===== src/rtl/upcrs_pkg.sv =====
// constants, register map and types of the usb phy clock/reset sequencer
package upcrs_pkg;

  // =====================================================================
  // clocking and timing
  localparam int unsigned CLK_FREQ_HZ = 25_000_000;
  localparam int unsigned CLK_PERIOD_NS = 1_000_000_000 / CLK_FREQ_HZ;
  localparam int unsigned OSC32K_HZ = 32_000;
  localparam int unsigned OSC32K_DIV_CYC = CLK_FREQ_HZ / OSC32K_HZ;
  localparam int unsigned OSC32K_PERIOD_NS = 1_000_000_000 / OSC32K_HZ;
  // low-power oscillator start-up allowance, least time
  localparam int unsigned OSC_START_NS = 125_000;
  localparam int unsigned OSC_START_CYC =
    (OSC_START_NS + CLK_PERIOD_NS - 1) / CLK_PERIOD_NS;
  // power control reset delay, least time, counted in slow ticks
  localparam int unsigned PWR_RST_NS = 61_000;
  localparam int unsigned PWR_RST_TICKS =
    (PWR_RST_NS + OSC32K_PERIOD_NS - 1) / OSC32K_PERIOD_NS;
  // hard reset release to direction falling, longest time
  localparam int unsigned DIR_MAX_NS = 647_000;
  localparam int unsigned DIR_MAX_CYC = DIR_MAX_NS / CLK_PERIOD_NS;
  // rising edges on the reference pin that prove a running clock
  localparam int unsigned REF_EDGES = 4;

  // =====================================================================
  // register map and fields
  localparam logic [31:0] ADDR_CTRL = 32'h0000_0000;
  localparam logic [31:0] ADDR_STATUS = 32'h0000_0004;
  localparam logic [2:0] LDO_VSEL_RST = 3'h3;
  localparam int unsigned CTRL_VSEL_LSB = 0;
  localparam int unsigned ST_CLK_OUT = 0;
  localparam int unsigned ST_REF_26M = 1;
  localparam int unsigned ST_OSC_OK = 2;
  localparam int unsigned ST_PLL_LOCK = 3;
  localparam int unsigned ST_DIR = 4;
  localparam int unsigned ST_PHY_RST = 5;
  localparam int unsigned ST_LATE = 6;
  localparam int unsigned ST_EDGES_LSB = 8;
  localparam logic [1:0] RESP_OKAY = 2'h0;
  localparam logic [1:0] RESP_SLVERR = 2'h2;

  // sequencer phases, starting with the wait for the slow oscillator
  typedef enum logic [1:0] {
    SEQ_OFF,
    SEQ_PWR_RST,
    SEQ_PLL_WAIT,
    SEQ_READY
  } upcrs_seq_t;

endpackage


===== src/rtl/upcrs_sync.sv =====
// two-flop synchroniser for a group of asynchronous pin levels
`timescale 1ns/1ns
module upcrs_sync #(
  parameter int WIDTH = 1
) (
  input wire logic aclk,
  input wire logic aresetn,
  input wire logic [WIDTH-1:0] d,
  output logic [WIDTH-1:0] q
);

  logic [WIDTH-1:0] meta_r;

  // first stage feeds only the second stage
  always_ff @(posedge aclk) begin
    if (!aresetn) begin
      meta_r <= '0;
      q <= '0;
    end else begin
      meta_r <= d;
      q <= meta_r;
    end
  end

endmodule


===== src/rtl/upcrs_top.sv =====
// usb phy clock mode selection, reset fan-out and power-up sequencing
//
// Notes on behaviour
// - clock pin stays an input after any reset until a reference is seen.
// - a running reference turns the clock pin into a 60 MHz output.
// - four rising reference edges are the proof of a running reference.
// - config pin low means 19.2 MHz reference, high means 26 MHz.
// - chip select low or battery absent holds all but the synchroniser and the axi4-lite port in reset.
// - chip select low powers down and tri-states the whole bus.
// - io supply absent resets all but the slow oscillator domain; the 3.3 V regulator enable also stays on.
// - phy logic resets on any missing supply or hard reset pin low.
// - hard reset returns registers to defaults and tri-states the bus.
// - an internal 32 kHz clock paces the power-up timers.
// - pll lock and direction fall within 0.647 ms of hard reset release.
// - wait about 61 us after power control reset before next steps.
// - allow 125 us for the slow oscillator before trusting it.
// - 3-bit regulator select, eight levels, default code 011.
// - the 3.3 V regulator is on whenever the device is enabled.
//
// The register offsets and the AXI4-Lite slave port were left to the implementer.
`timescale 1ns/1ns
module upcrs_top
  import upcrs_pkg::*;
#(
  parameter int AW = 8,
  parameter int DIR_MAX = DIR_MAX_CYC
) (
  input wire logic aclk,
  input wire logic aresetn,
  // axi4-lite register port
  input wire logic [AW-1:0] s_axi_awaddr,
  input wire logic s_axi_awvalid,
  output logic s_axi_awready,
  input wire logic [31:0] s_axi_wdata,
  input wire logic [3:0] s_axi_wstrb,
  input wire logic s_axi_wvalid,
  output logic s_axi_wready,
  output logic [1:0] s_axi_bresp,
  output logic s_axi_bvalid,
  input wire logic s_axi_bready,
  input wire logic [AW-1:0] s_axi_araddr,
  input wire logic s_axi_arvalid,
  output logic s_axi_arready,
  output logic [31:0] s_axi_rdata,
  output logic [1:0] s_axi_rresp,
  output logic s_axi_rvalid,
  input wire logic s_axi_rready,
  // device pins and supply monitors, all asynchronous
  input wire logic chip_select,
  input wire logic battery_present,
  input wire logic io_supply,
  input wire logic core_supply_ok,
  input wire logic ext_supply_ok,
  input wire logic usb_supply_ok,
  input wire logic hard_reset_n,
  input wire logic reference_clock_in,
  input wire logic ref_freq_select,
  input wire logic pll_locked,
  // sequencer outputs
  output logic dir_out,
  output logic dir_oe,
  output logic bus_oe,
  output logic clock_pin_oe,
  output logic pll_enable,
  output logic pll_ref_external,
  output logic ref_is_26mhz,
  output logic ldo33_enable,
  output logic [2:0] ldo_voltage_select
);

  // =====================================================================
  // pin synchronisation
  localparam int NSYNC = 10;
  logic [NSYNC-1:0] pins_s;
  logic cs_s, bat_s, io_s, v15_s, v18_s, v33_s;
  logic hrst_n_s, ref_s, cfg_s, lock_s;

  upcrs_sync #(
    .WIDTH(NSYNC)
  ) u_sync (
    .aclk(aclk),
    .aresetn(aresetn),
    .d({chip_select, battery_present, io_supply, core_supply_ok,
        ext_supply_ok, usb_supply_ok, hard_reset_n, reference_clock_in,
        ref_freq_select, pll_locked}),
    .q(pins_s)
  );

  assign {cs_s, bat_s, io_s, v15_s, v18_s, v33_s,
          hrst_n_s, ref_s, cfg_s, lock_s} = pins_s;

  // =====================================================================
  // reset fan-out
  logic all_rst_r, phy_rst_r;
  logic core_rst;

  assign core_rst = !cs_s || !bat_s || !io_s;

  // registered so a glitch on a monitor cannot half-reset a domain
  always_ff @(posedge aclk) begin
    if (!aresetn) begin
      all_rst_r <= 1'b1;
      phy_rst_r <= 1'b1;
    end else begin
      all_rst_r <= !cs_s || !bat_s;
      phy_rst_r <= core_rst || !v15_s || !v18_s || !v33_s || !hrst_n_s;
    end
  end

  // =====================================================================
  // slow 32 kHz oscillator domain
  localparam int DIVW = $clog2(OSC32K_DIV_CYC);
  localparam int STW = $clog2(OSC_START_CYC + 1);
  logic [DIVW-1:0] osc_div_r;
  logic [STW-1:0] osc_start_r;
  logic osc_ok_r;
  logic osc_tick_r;

  // slow tick derived from the core clock, survives io loss
  always_ff @(posedge aclk) begin
    if (!aresetn || all_rst_r) begin
      osc_div_r <= '0;
      osc_tick_r <= 1'b0;
    end else if (osc_div_r == DIVW'(OSC32K_DIV_CYC - 1)) begin
      osc_div_r <= '0;
      osc_tick_r <= osc_ok_r;
    end else begin
      osc_div_r <= osc_div_r + 1'b1;
      osc_tick_r <= 1'b0;
    end
  end

  // ticks are ignored until start-up time has passed
  always_ff @(posedge aclk) begin
    if (!aresetn || all_rst_r) begin
      osc_start_r <= '0;
      osc_ok_r <= 1'b0;
    end else if (osc_start_r == STW'(OSC_START_CYC - 1)) begin
      osc_ok_r <= 1'b1;
    end else begin
      osc_start_r <= osc_start_r + 1'b1;
    end
  end

  // =====================================================================
  // reference clock detection and clock mode
  logic ref_prev_r;
  logic [2:0] ref_edges_r;
  logic clk_out_mode_r;

  // a 19.2 or 26 MHz reference sampled at 25 MHz aliases; edges seen
  // are only a presence test, never a frequency measurement
  always_ff @(posedge aclk) begin
    if (!aresetn || phy_rst_r) begin
      ref_prev_r <= 1'b0;
      ref_edges_r <= '0;
    end else begin
      ref_prev_r <= ref_s;
      if (ref_s && !ref_prev_r && ref_edges_r != 3'(REF_EDGES)) begin
        ref_edges_r <= ref_edges_r + 1'b1;
      end
    end
  end

  always_ff @(posedge aclk) begin
    if (!aresetn || phy_rst_r) begin
      clk_out_mode_r <= 1'b0;
    end else if (ref_edges_r == 3'(REF_EDGES)) begin
      clk_out_mode_r <= 1'b1;
    end
  end

  // =====================================================================
  // power-up sequencer
  upcrs_seq_t state_r;
  logic [3:0] tick_cnt_r;

  // one extra tick because the first tick lands at a random phase
  always_ff @(posedge aclk) begin
    if (!aresetn || phy_rst_r) begin
      state_r <= SEQ_OFF;
      tick_cnt_r <= '0;
    end else begin
      case (state_r)
        SEQ_OFF: begin
          if (osc_ok_r) begin
            state_r <= SEQ_PWR_RST;
          end
        end
        SEQ_PWR_RST: begin
          if (osc_tick_r) begin
            if (tick_cnt_r == 4'(PWR_RST_TICKS)) begin
              state_r <= SEQ_PLL_WAIT;
            end else begin
              tick_cnt_r <= tick_cnt_r + 1'b1;
            end
          end
        end
        SEQ_PLL_WAIT: begin
          if (lock_s) begin
            state_r <= SEQ_READY;
          end
        end
        SEQ_READY: begin
          if (!lock_s) begin
            state_r <= SEQ_PLL_WAIT;
          end
        end
        default: begin
          state_r <= SEQ_OFF;
        end
      endcase
    end
  end

  // =====================================================================
  // direction deadline watch
  localparam int DLW = $clog2(DIR_MAX + 1);
  logic [DLW-1:0] dl_cnt_r;
  logic dl_hit;

  // count from release of phy reset until direction falls
  always_ff @(posedge aclk) begin
    if (!aresetn || phy_rst_r) begin
      dl_cnt_r <= '0;
    end else if (state_r != SEQ_READY && dl_cnt_r != DLW'(DIR_MAX)) begin
      dl_cnt_r <= dl_cnt_r + 1'b1;
    end
  end

  assign dl_hit = dl_cnt_r == DLW'(DIR_MAX - 1) && state_r != SEQ_READY;

  // =====================================================================
  // pin drivers
  // bus released while disabled
  always_ff @(posedge aclk) begin
    if (!aresetn) begin
      dir_oe <= 1'b0;
      bus_oe <= 1'b0;
      clock_pin_oe <= 1'b0;
    end else begin
      dir_oe <= !phy_rst_r;
      bus_oe <= !phy_rst_r;
      clock_pin_oe <= !phy_rst_r && clk_out_mode_r;
    end
  end

  always_ff @(posedge aclk) begin
    if (!aresetn || phy_rst_r) begin
      dir_out <= 1'b1;
      pll_enable <= 1'b0;
    end else begin
      dir_out <= state_r != SEQ_READY;
      pll_enable <= state_r == SEQ_PLL_WAIT || state_r == SEQ_READY;
    end
  end

  // clock source and reference frequency for the pll
  always_ff @(posedge aclk) begin
    if (!aresetn || phy_rst_r) begin
      pll_ref_external <= 1'b0;
      ref_is_26mhz <= 1'b0;
    end else begin
      // reference low keeps pll on the clock pin
      pll_ref_external <= clk_out_mode_r;
      // config pin picks 19.2 or 26 MHz
      ref_is_26mhz <= cfg_s;
    end
  end

  always_ff @(posedge aclk) begin
    if (!aresetn) begin
      ldo33_enable <= 1'b0;
    end else begin
      ldo33_enable <= !all_rst_r;
    end
  end

  // =====================================================================
  // axi4-lite slave
  logic aw_got_r, w_got_r;
  logic [AW-1:0] aw_addr_r;
  logic [31:0] w_data_r;
  logic [3:0] w_strb_r;
  logic [2:0] vsel_r;
  logic late_r;
  logic wr_fire, ar_fire;
  logic [31:0] status;

  // 0 control, 1 status, 3 unmapped
  function automatic logic [1:0] reg_sel(input logic [AW-1:0] a);
    if (a[AW-1:2] == ADDR_CTRL[AW-1:2]) begin
      return 2'd0;
    end else if (a[AW-1:2] == ADDR_STATUS[AW-1:2]) begin
      return 2'd1;
    end
    return 2'd3;
  endfunction

  assign s_axi_awready = !aw_got_r && !s_axi_bvalid;
  assign s_axi_wready = !w_got_r && !s_axi_bvalid;
  assign s_axi_arready = !s_axi_rvalid;
  assign wr_fire = aw_got_r && w_got_r && !s_axi_bvalid;
  assign ar_fire = s_axi_arvalid && s_axi_arready;

  // address and data are held until both have arrived
  always_ff @(posedge aclk) begin
    if (!aresetn) begin
      aw_got_r <= 1'b0;
      w_got_r <= 1'b0;
      aw_addr_r <= '0;
      w_data_r <= '0;
      w_strb_r <= '0;
      s_axi_bvalid <= 1'b0;
      s_axi_bresp <= RESP_OKAY;
    end else begin
      if (s_axi_awvalid && s_axi_awready) begin
        aw_got_r <= 1'b1;
        aw_addr_r <= s_axi_awaddr;
      end
      if (s_axi_wvalid && s_axi_wready) begin
        w_got_r <= 1'b1;
        w_data_r <= s_axi_wdata;
        w_strb_r <= s_axi_wstrb;
      end
      if (wr_fire) begin
        aw_got_r <= 1'b0;
        w_got_r <= 1'b0;
        s_axi_bvalid <= 1'b1;
        s_axi_bresp <= reg_sel(aw_addr_r) == 2'd3 ? RESP_SLVERR : RESP_OKAY;
      end else if (s_axi_bready) begin
        s_axi_bvalid <= 1'b0;
      end
    end
  end

  // regulator select resets to code 011
  always_ff @(posedge aclk) begin
    if (!aresetn || phy_rst_r) begin
      vsel_r <= LDO_VSEL_RST;
    end else if (wr_fire && reg_sel(aw_addr_r) == 2'd0 && w_strb_r[0]) begin
      vsel_r <= w_data_r[CTRL_VSEL_LSB +: 3];
    end
  end

  assign ldo_voltage_select = vsel_r;

  // late flag: write one to clear, a new miss in the same cycle wins
  always_ff @(posedge aclk) begin
    if (!aresetn || phy_rst_r) begin
      late_r <= 1'b0;
    end else if (dl_hit) begin
      late_r <= 1'b1;
    end else if (wr_fire && reg_sel(aw_addr_r) == 2'd1 && w_strb_r[0] &&
                 w_data_r[ST_LATE]) begin
      late_r <= 1'b0;
    end
  end

  // status word built from live block state
  always_comb begin
    status = '0;
    status[ST_CLK_OUT] = clk_out_mode_r;
    status[ST_REF_26M] = cfg_s;
    status[ST_OSC_OK] = osc_ok_r;
    status[ST_PLL_LOCK] = lock_s;
    status[ST_DIR] = dir_out;
    status[ST_PHY_RST] = phy_rst_r;
    status[ST_LATE] = late_r;
    status[ST_EDGES_LSB +: 3] = ref_edges_r;
  end

  // read data is registered on the address handshake
  always_ff @(posedge aclk) begin
    if (!aresetn) begin
      s_axi_rvalid <= 1'b0;
      s_axi_rdata <= '0;
      s_axi_rresp <= RESP_OKAY;
    end else if (ar_fire) begin
      s_axi_rvalid <= 1'b1;
      case (reg_sel(s_axi_araddr))
        2'd0: begin
          s_axi_rdata <= {29'h0000_0000, vsel_r};
          s_axi_rresp <= RESP_OKAY;
        end
        2'd1: begin
          s_axi_rdata <= status;
          s_axi_rresp <= RESP_OKAY;
        end
        default: begin
          s_axi_rdata <= '0;
          s_axi_rresp <= RESP_SLVERR;
        end
      endcase
    end else if (s_axi_rready) begin
      s_axi_rvalid <= 1'b0;
    end
  end

endmodule


===== config.mk =====
export PLATFORM = sky130hd
export DESIGN_NAME = upcrs_top
export DESIGN_NICKNAME = d
export VERILOG_FILES = /design/src/rtl/upcrs_pkg.sv /design/src/rtl/upcrs_sync.sv /design/src/rtl/upcrs_top.sv
export SDC_FILE = /design/constraint.sdc
export NUM_CORES = 1
export LEC_CHECK = 0
export BUFFER_PORTS_ARGS = -buffer_cell sky130_fd_sc_hd__buf_2
export CAP_MARGIN = 20
export CELL_PAD_IN_SITES_DETAIL_PLACEMENT = 2
export CELL_PAD_IN_SITES_GLOBAL_PLACEMENT = 2
export CORE_MARGIN = 2
export CORE_UTILIZATION = 25
export DETAILED_ROUTE_END_ITERATION = 6
export PLACE_DENSITY_LB_ADDON = 0.12
export SETUP_SLACK_MARGIN = 0.02
export SLEW_MARGIN = 10
export SYNTH_ARGS = -nofsm -noshare
export SYNTH_HDL_FRONTEND = slang
export SYNTH_SLANG_ARGS = --single-unit

===== constraint.sdc =====
create_clock -name aclk -period 4.4 [get_ports aclk]
set_input_delay 0.88 -clock aclk [delete_from_list [all_inputs] [get_ports aclk]]
set_output_delay 0.88 -clock aclk [all_outputs]
set_load 0.05 [all_outputs]

==> summary.md <==
| Metric | Value |
|---|---|
| Total gr overflow | 0 |
| Cell accounting for the most synthesized area | dfxtp_1 |
| Gr usage total | 12.1% |
| RSZ-0062 raised after global routing | false |
| Wire per inst | roughly 15 µm |
| Number of global-route vias before repair | around 3600 |
| Post-synthesis simple-gate area fraction | roughly a quarter |
| Drt pass-1 iters | 4 |
| Max cap viols | 0 |
| Detail Placement HPWL | between 8 and 9 mm |
| Share of post-route cells with drive strength above 1 | 16.7% |
| WL final | 11.2 mm |
| CP Class | input pin to flop |
| Finished Layout Cells | approximately 760 |
| Total number of H-tree levels | 3 |
| Number of diodes | 0 |
| Synthesized area per cell | 9.59 µm² |
| Post_cts resized | 0 |
| Filler cell count | about 2000 |
| Worst rel slew slack | 44.3% |
| Hold Path Class | flop to flop |
| Setup bufs post-CTS | 0 |
| Initial antenna violation count | 0 |
| CTS tree | yes |
| Async SR Flop Fraction | 0% |
| # clock sinks | 109 |
| Die area | 19200 µm² |
| Seq/Total Area, Yosys | about half |
| 1st-iter DRT viols | ~110 |
| Horiz. Die Dim | 139 µm |
| Synth cell types | 52 |
| Min cycle time layout | 2.40 ns |
| Cts hold-fix bufs | 0 |
| Die height | 139 µm |
| Area growth syn-to-layout | 16.1% |
| Synth Area in Adders | ~2.8% |
| Worst setup EP type | flop |
| I/O pins | 121 |
| Pins Over Slew Limit | 0 |
| Slew @ Worst Pin | 0.834 ns |
| CTS buffer count | 9 |
| Mux cell area share after synthesis | 4.64% |
| Final Hold Fails | 0 |
| Final clock skew | 0.00793 ns |
| # port buffers | 61 |
| Worst endpoint required time | 4.69 ns |
| Routed Antenna Nets | 0 |
| CP Data Arrival Time | 2.69 ns |
| Fmax | 417 MHz |
| Routed vias/inst | 4.50 |
| DRC violation count after routing | 0 |
| Post-Synth XOR/XNOR Area | 4.64% |
| YS warnings | 0 |
| Row count | 49 |
| Reg-to-Reg Start | dl_cnt_r[4]$_SDFFE_PP0P_ |
| CP max FO | 7 |
| Max clock buf depth | 2 |
| Critical path startpoint category | input pin |
| Placed insts | between 700 and 800 |
| Largest net degree at the start of global routing | 27 |
| Post-synth top flop | dfxtp_1 |
| Main combinational cell family by area after synthesis | simple AND/OR/NAND/NOR gates |
| Final setup fails | 0 |
| Synth top area cells | dfxtp_1 (48%), mux2i_1 (4.6%), buf_4 (4.1%) |
| Clock Tree Root | clkbuf_16 |
| Gate Count Post-Synth | approximately 470 |
| Routability Congestion | 0.708 |
| Layout net count | around 610 |
| Post-synth EDFFs | 0 |
| Routed via count | approximately 3400 |
| Leak | 1.98 nW |
| Final Cycle Share | between 50% and 60% |
| Yosys top cell area share | 48.1% |
| Mapped Area | 4530 µm² |
| Worst Hold Launch | u_sync.q[7]$_SDFF_PN0_ |
| Worst IR drop on VDD | approximately 210 µV |
| CP Launch Point | s_axi_araddr[5] |
| Worst skew pair latency | between 0.3 and 0.4 ns |
| Starting Density | 25.3% |
| First-pass GRT wire length | 18.7 mm |
| Setup TNS | 0 ns |
| Outcome | completed |
| Cell area power density | 381 nW/µm² |
| Seq cells post-synth | 109 |
| Complex-gate fraction of the synthesized area | under 10% |
| Core ar. | 17900 µm² |
| Clock transition at the registers of the reported paths | 0.07 ns |
==> area by class of cell <==
type,count,area (µm²),area share (%)
sequential,109,2180,41.4
multi-input combinational,328,2110,40.1
timing repair buffer,63,320,6.08
tap,229,287,5.44
clock buffer,11,243,4.61
clock inverter,5,60.1,1.14
inverter,16,60.1,1.14
==> metal layers <==
| layer | part of all wire, % | track usage, % | wire length (µm) | vias up |
|---|---|---|---|---|
| met5 | 0 | 0 | 0 | - |
| met4 | 1.8 | 4.57 | 199 | 0 |
| met3 | 5.4 | 3.80 | 603 | 14 |
| met2 | 47 | 20.3 | 5240 | 65 |
| met1 | 46 | 14.6 | 5160 | 1666 |
| li1 | - | - | - | 1680 |
==> worst max-delay path, cell delays in order <==
cell	delay, ns
buf_2	0.09
or4_1	0.66
nor4b_2	0.75
a22oi_1	0.17
nor2b_1	0.14
==> registers in the layout (all words and copies together) (netlist names), 2 cells and up <==
register	flops
dl_cnt_r	14
ldo_voltage_select	3
osc_start_r	12
s_axi_rdata	10
w_data_r	4
tick_cnt_r	4
ref_edges_r	3
u_sync.meta_r	10
u_sync.q	10
aw_addr_r	6
state_r	2
osc_div_r	10
==> metrics by stage <==
stage / hold WS [ns] / area (µm²) / util, % / setup WS, ns / total power [W]
after detailed placement: 0.365 / 4960 / 27.7 / 1.56 / 0.00119
after global placement: 0.375 / 4960 / 27.7 / 1.66 / 0.00118
after CTS: 0.383 / 5270 / 29.4 / 1.94 / 0.00204
final: 0.371 / 5270 / 29.4 / 2.00 / 0.00200
after floorplan: 0.343 / 4620 / - / 2.17 / 0.00117
after global routing: 0.398 / 5270 / 29.4 / 1.79 / 0.00209
==> cells by family (layout without fill, tap and decap cells) <==
logic type                 after synthesis  count (layout)
adders and majority gates               10              10
xor gates and xnor gates                24              24
DFF                                    109             109
and+or+nand+nor                        204             204
buffers and inverters                   59              95
other                                    1              24
AOI/OAI and AO/OA                       45              45
muxes                                   21              21
==> worst paths after layout <==
kind / to / slack, ns / depth (start not counted)
worst max-delay path: s_axi_rdata[10]$_SDFFE_PN0P_ / 2.00 / 5
worst min-delay path: phy_rst_r$_SDFF_PN1_ / 0.37 / 1
worst max register to register: dl_cnt_r[11]$_SDFFE_PP0P_ / 2.26 / 4
worst min register to register: phy_rst_r$_SDFF_PN1_ / 0.37 / 1
==> report_power, final <==
group	internal [W]	switching, W
Sequential	0.00101	0.0000114
Combinational	0.0000398	0.000105
Clock	0.000459	0.000382
Total	0.00151	0.000498
==> synthesized netlist by cell type (2+ instances only) <==
cell / n
o31ai_1: 9
nand2b_1: 7
buf_2: 2
a21oi_1: 16
o211a_1: 2
o41ai_1: 2
nand2_1: 20
clkbuf_1: 15
or4_1: 8
nand3_1: 17
nand3b_1: 2
nand4_1: 10
dfxtp_1: 109
nor2b_1: 22
nor4_1: 7
ha_1: 10
and2_1: 29
mux2i_1: 21
nor3_1: 7
xor2_1: 12
or4_2: 2
nand4b_1: 3
buf_4: 25
xnor2_1: 12
a22oi_1: 7
and4_1: 3
inv_1: 16
nor2_1: 48
o21ai_0: 3
and3_1: 5
==> cells in the final DEF, fill, tap and decap left out, types with 2 or more instances in the layout <==
cell type,n
xnor2_1,12
nand3_1,17
and2_1,29
nand3b_1,2
nor4_1,7
nand4b_1,3
nor2_1,48
and3_1,5
nor3_1,7
dfxtp_1,109
mux2i_1,21
buf_4,2
o41ai_1,2
o21ai_0,3
o211a_1,2
or4_2,2
nand4_1,10
inv_1,16
nand2b_1,7
a22oi_1,7
a21oi_1,16
and4_1,3
o31ai_1,9
nand2_1,20
xor2_1,12
clkinv_4,2
or4_1,8
nor2b_1,22
conb_1,24
buf_2,61
ha_1,10
clkbuf_16,9
(Power assumes the default switching activity.)
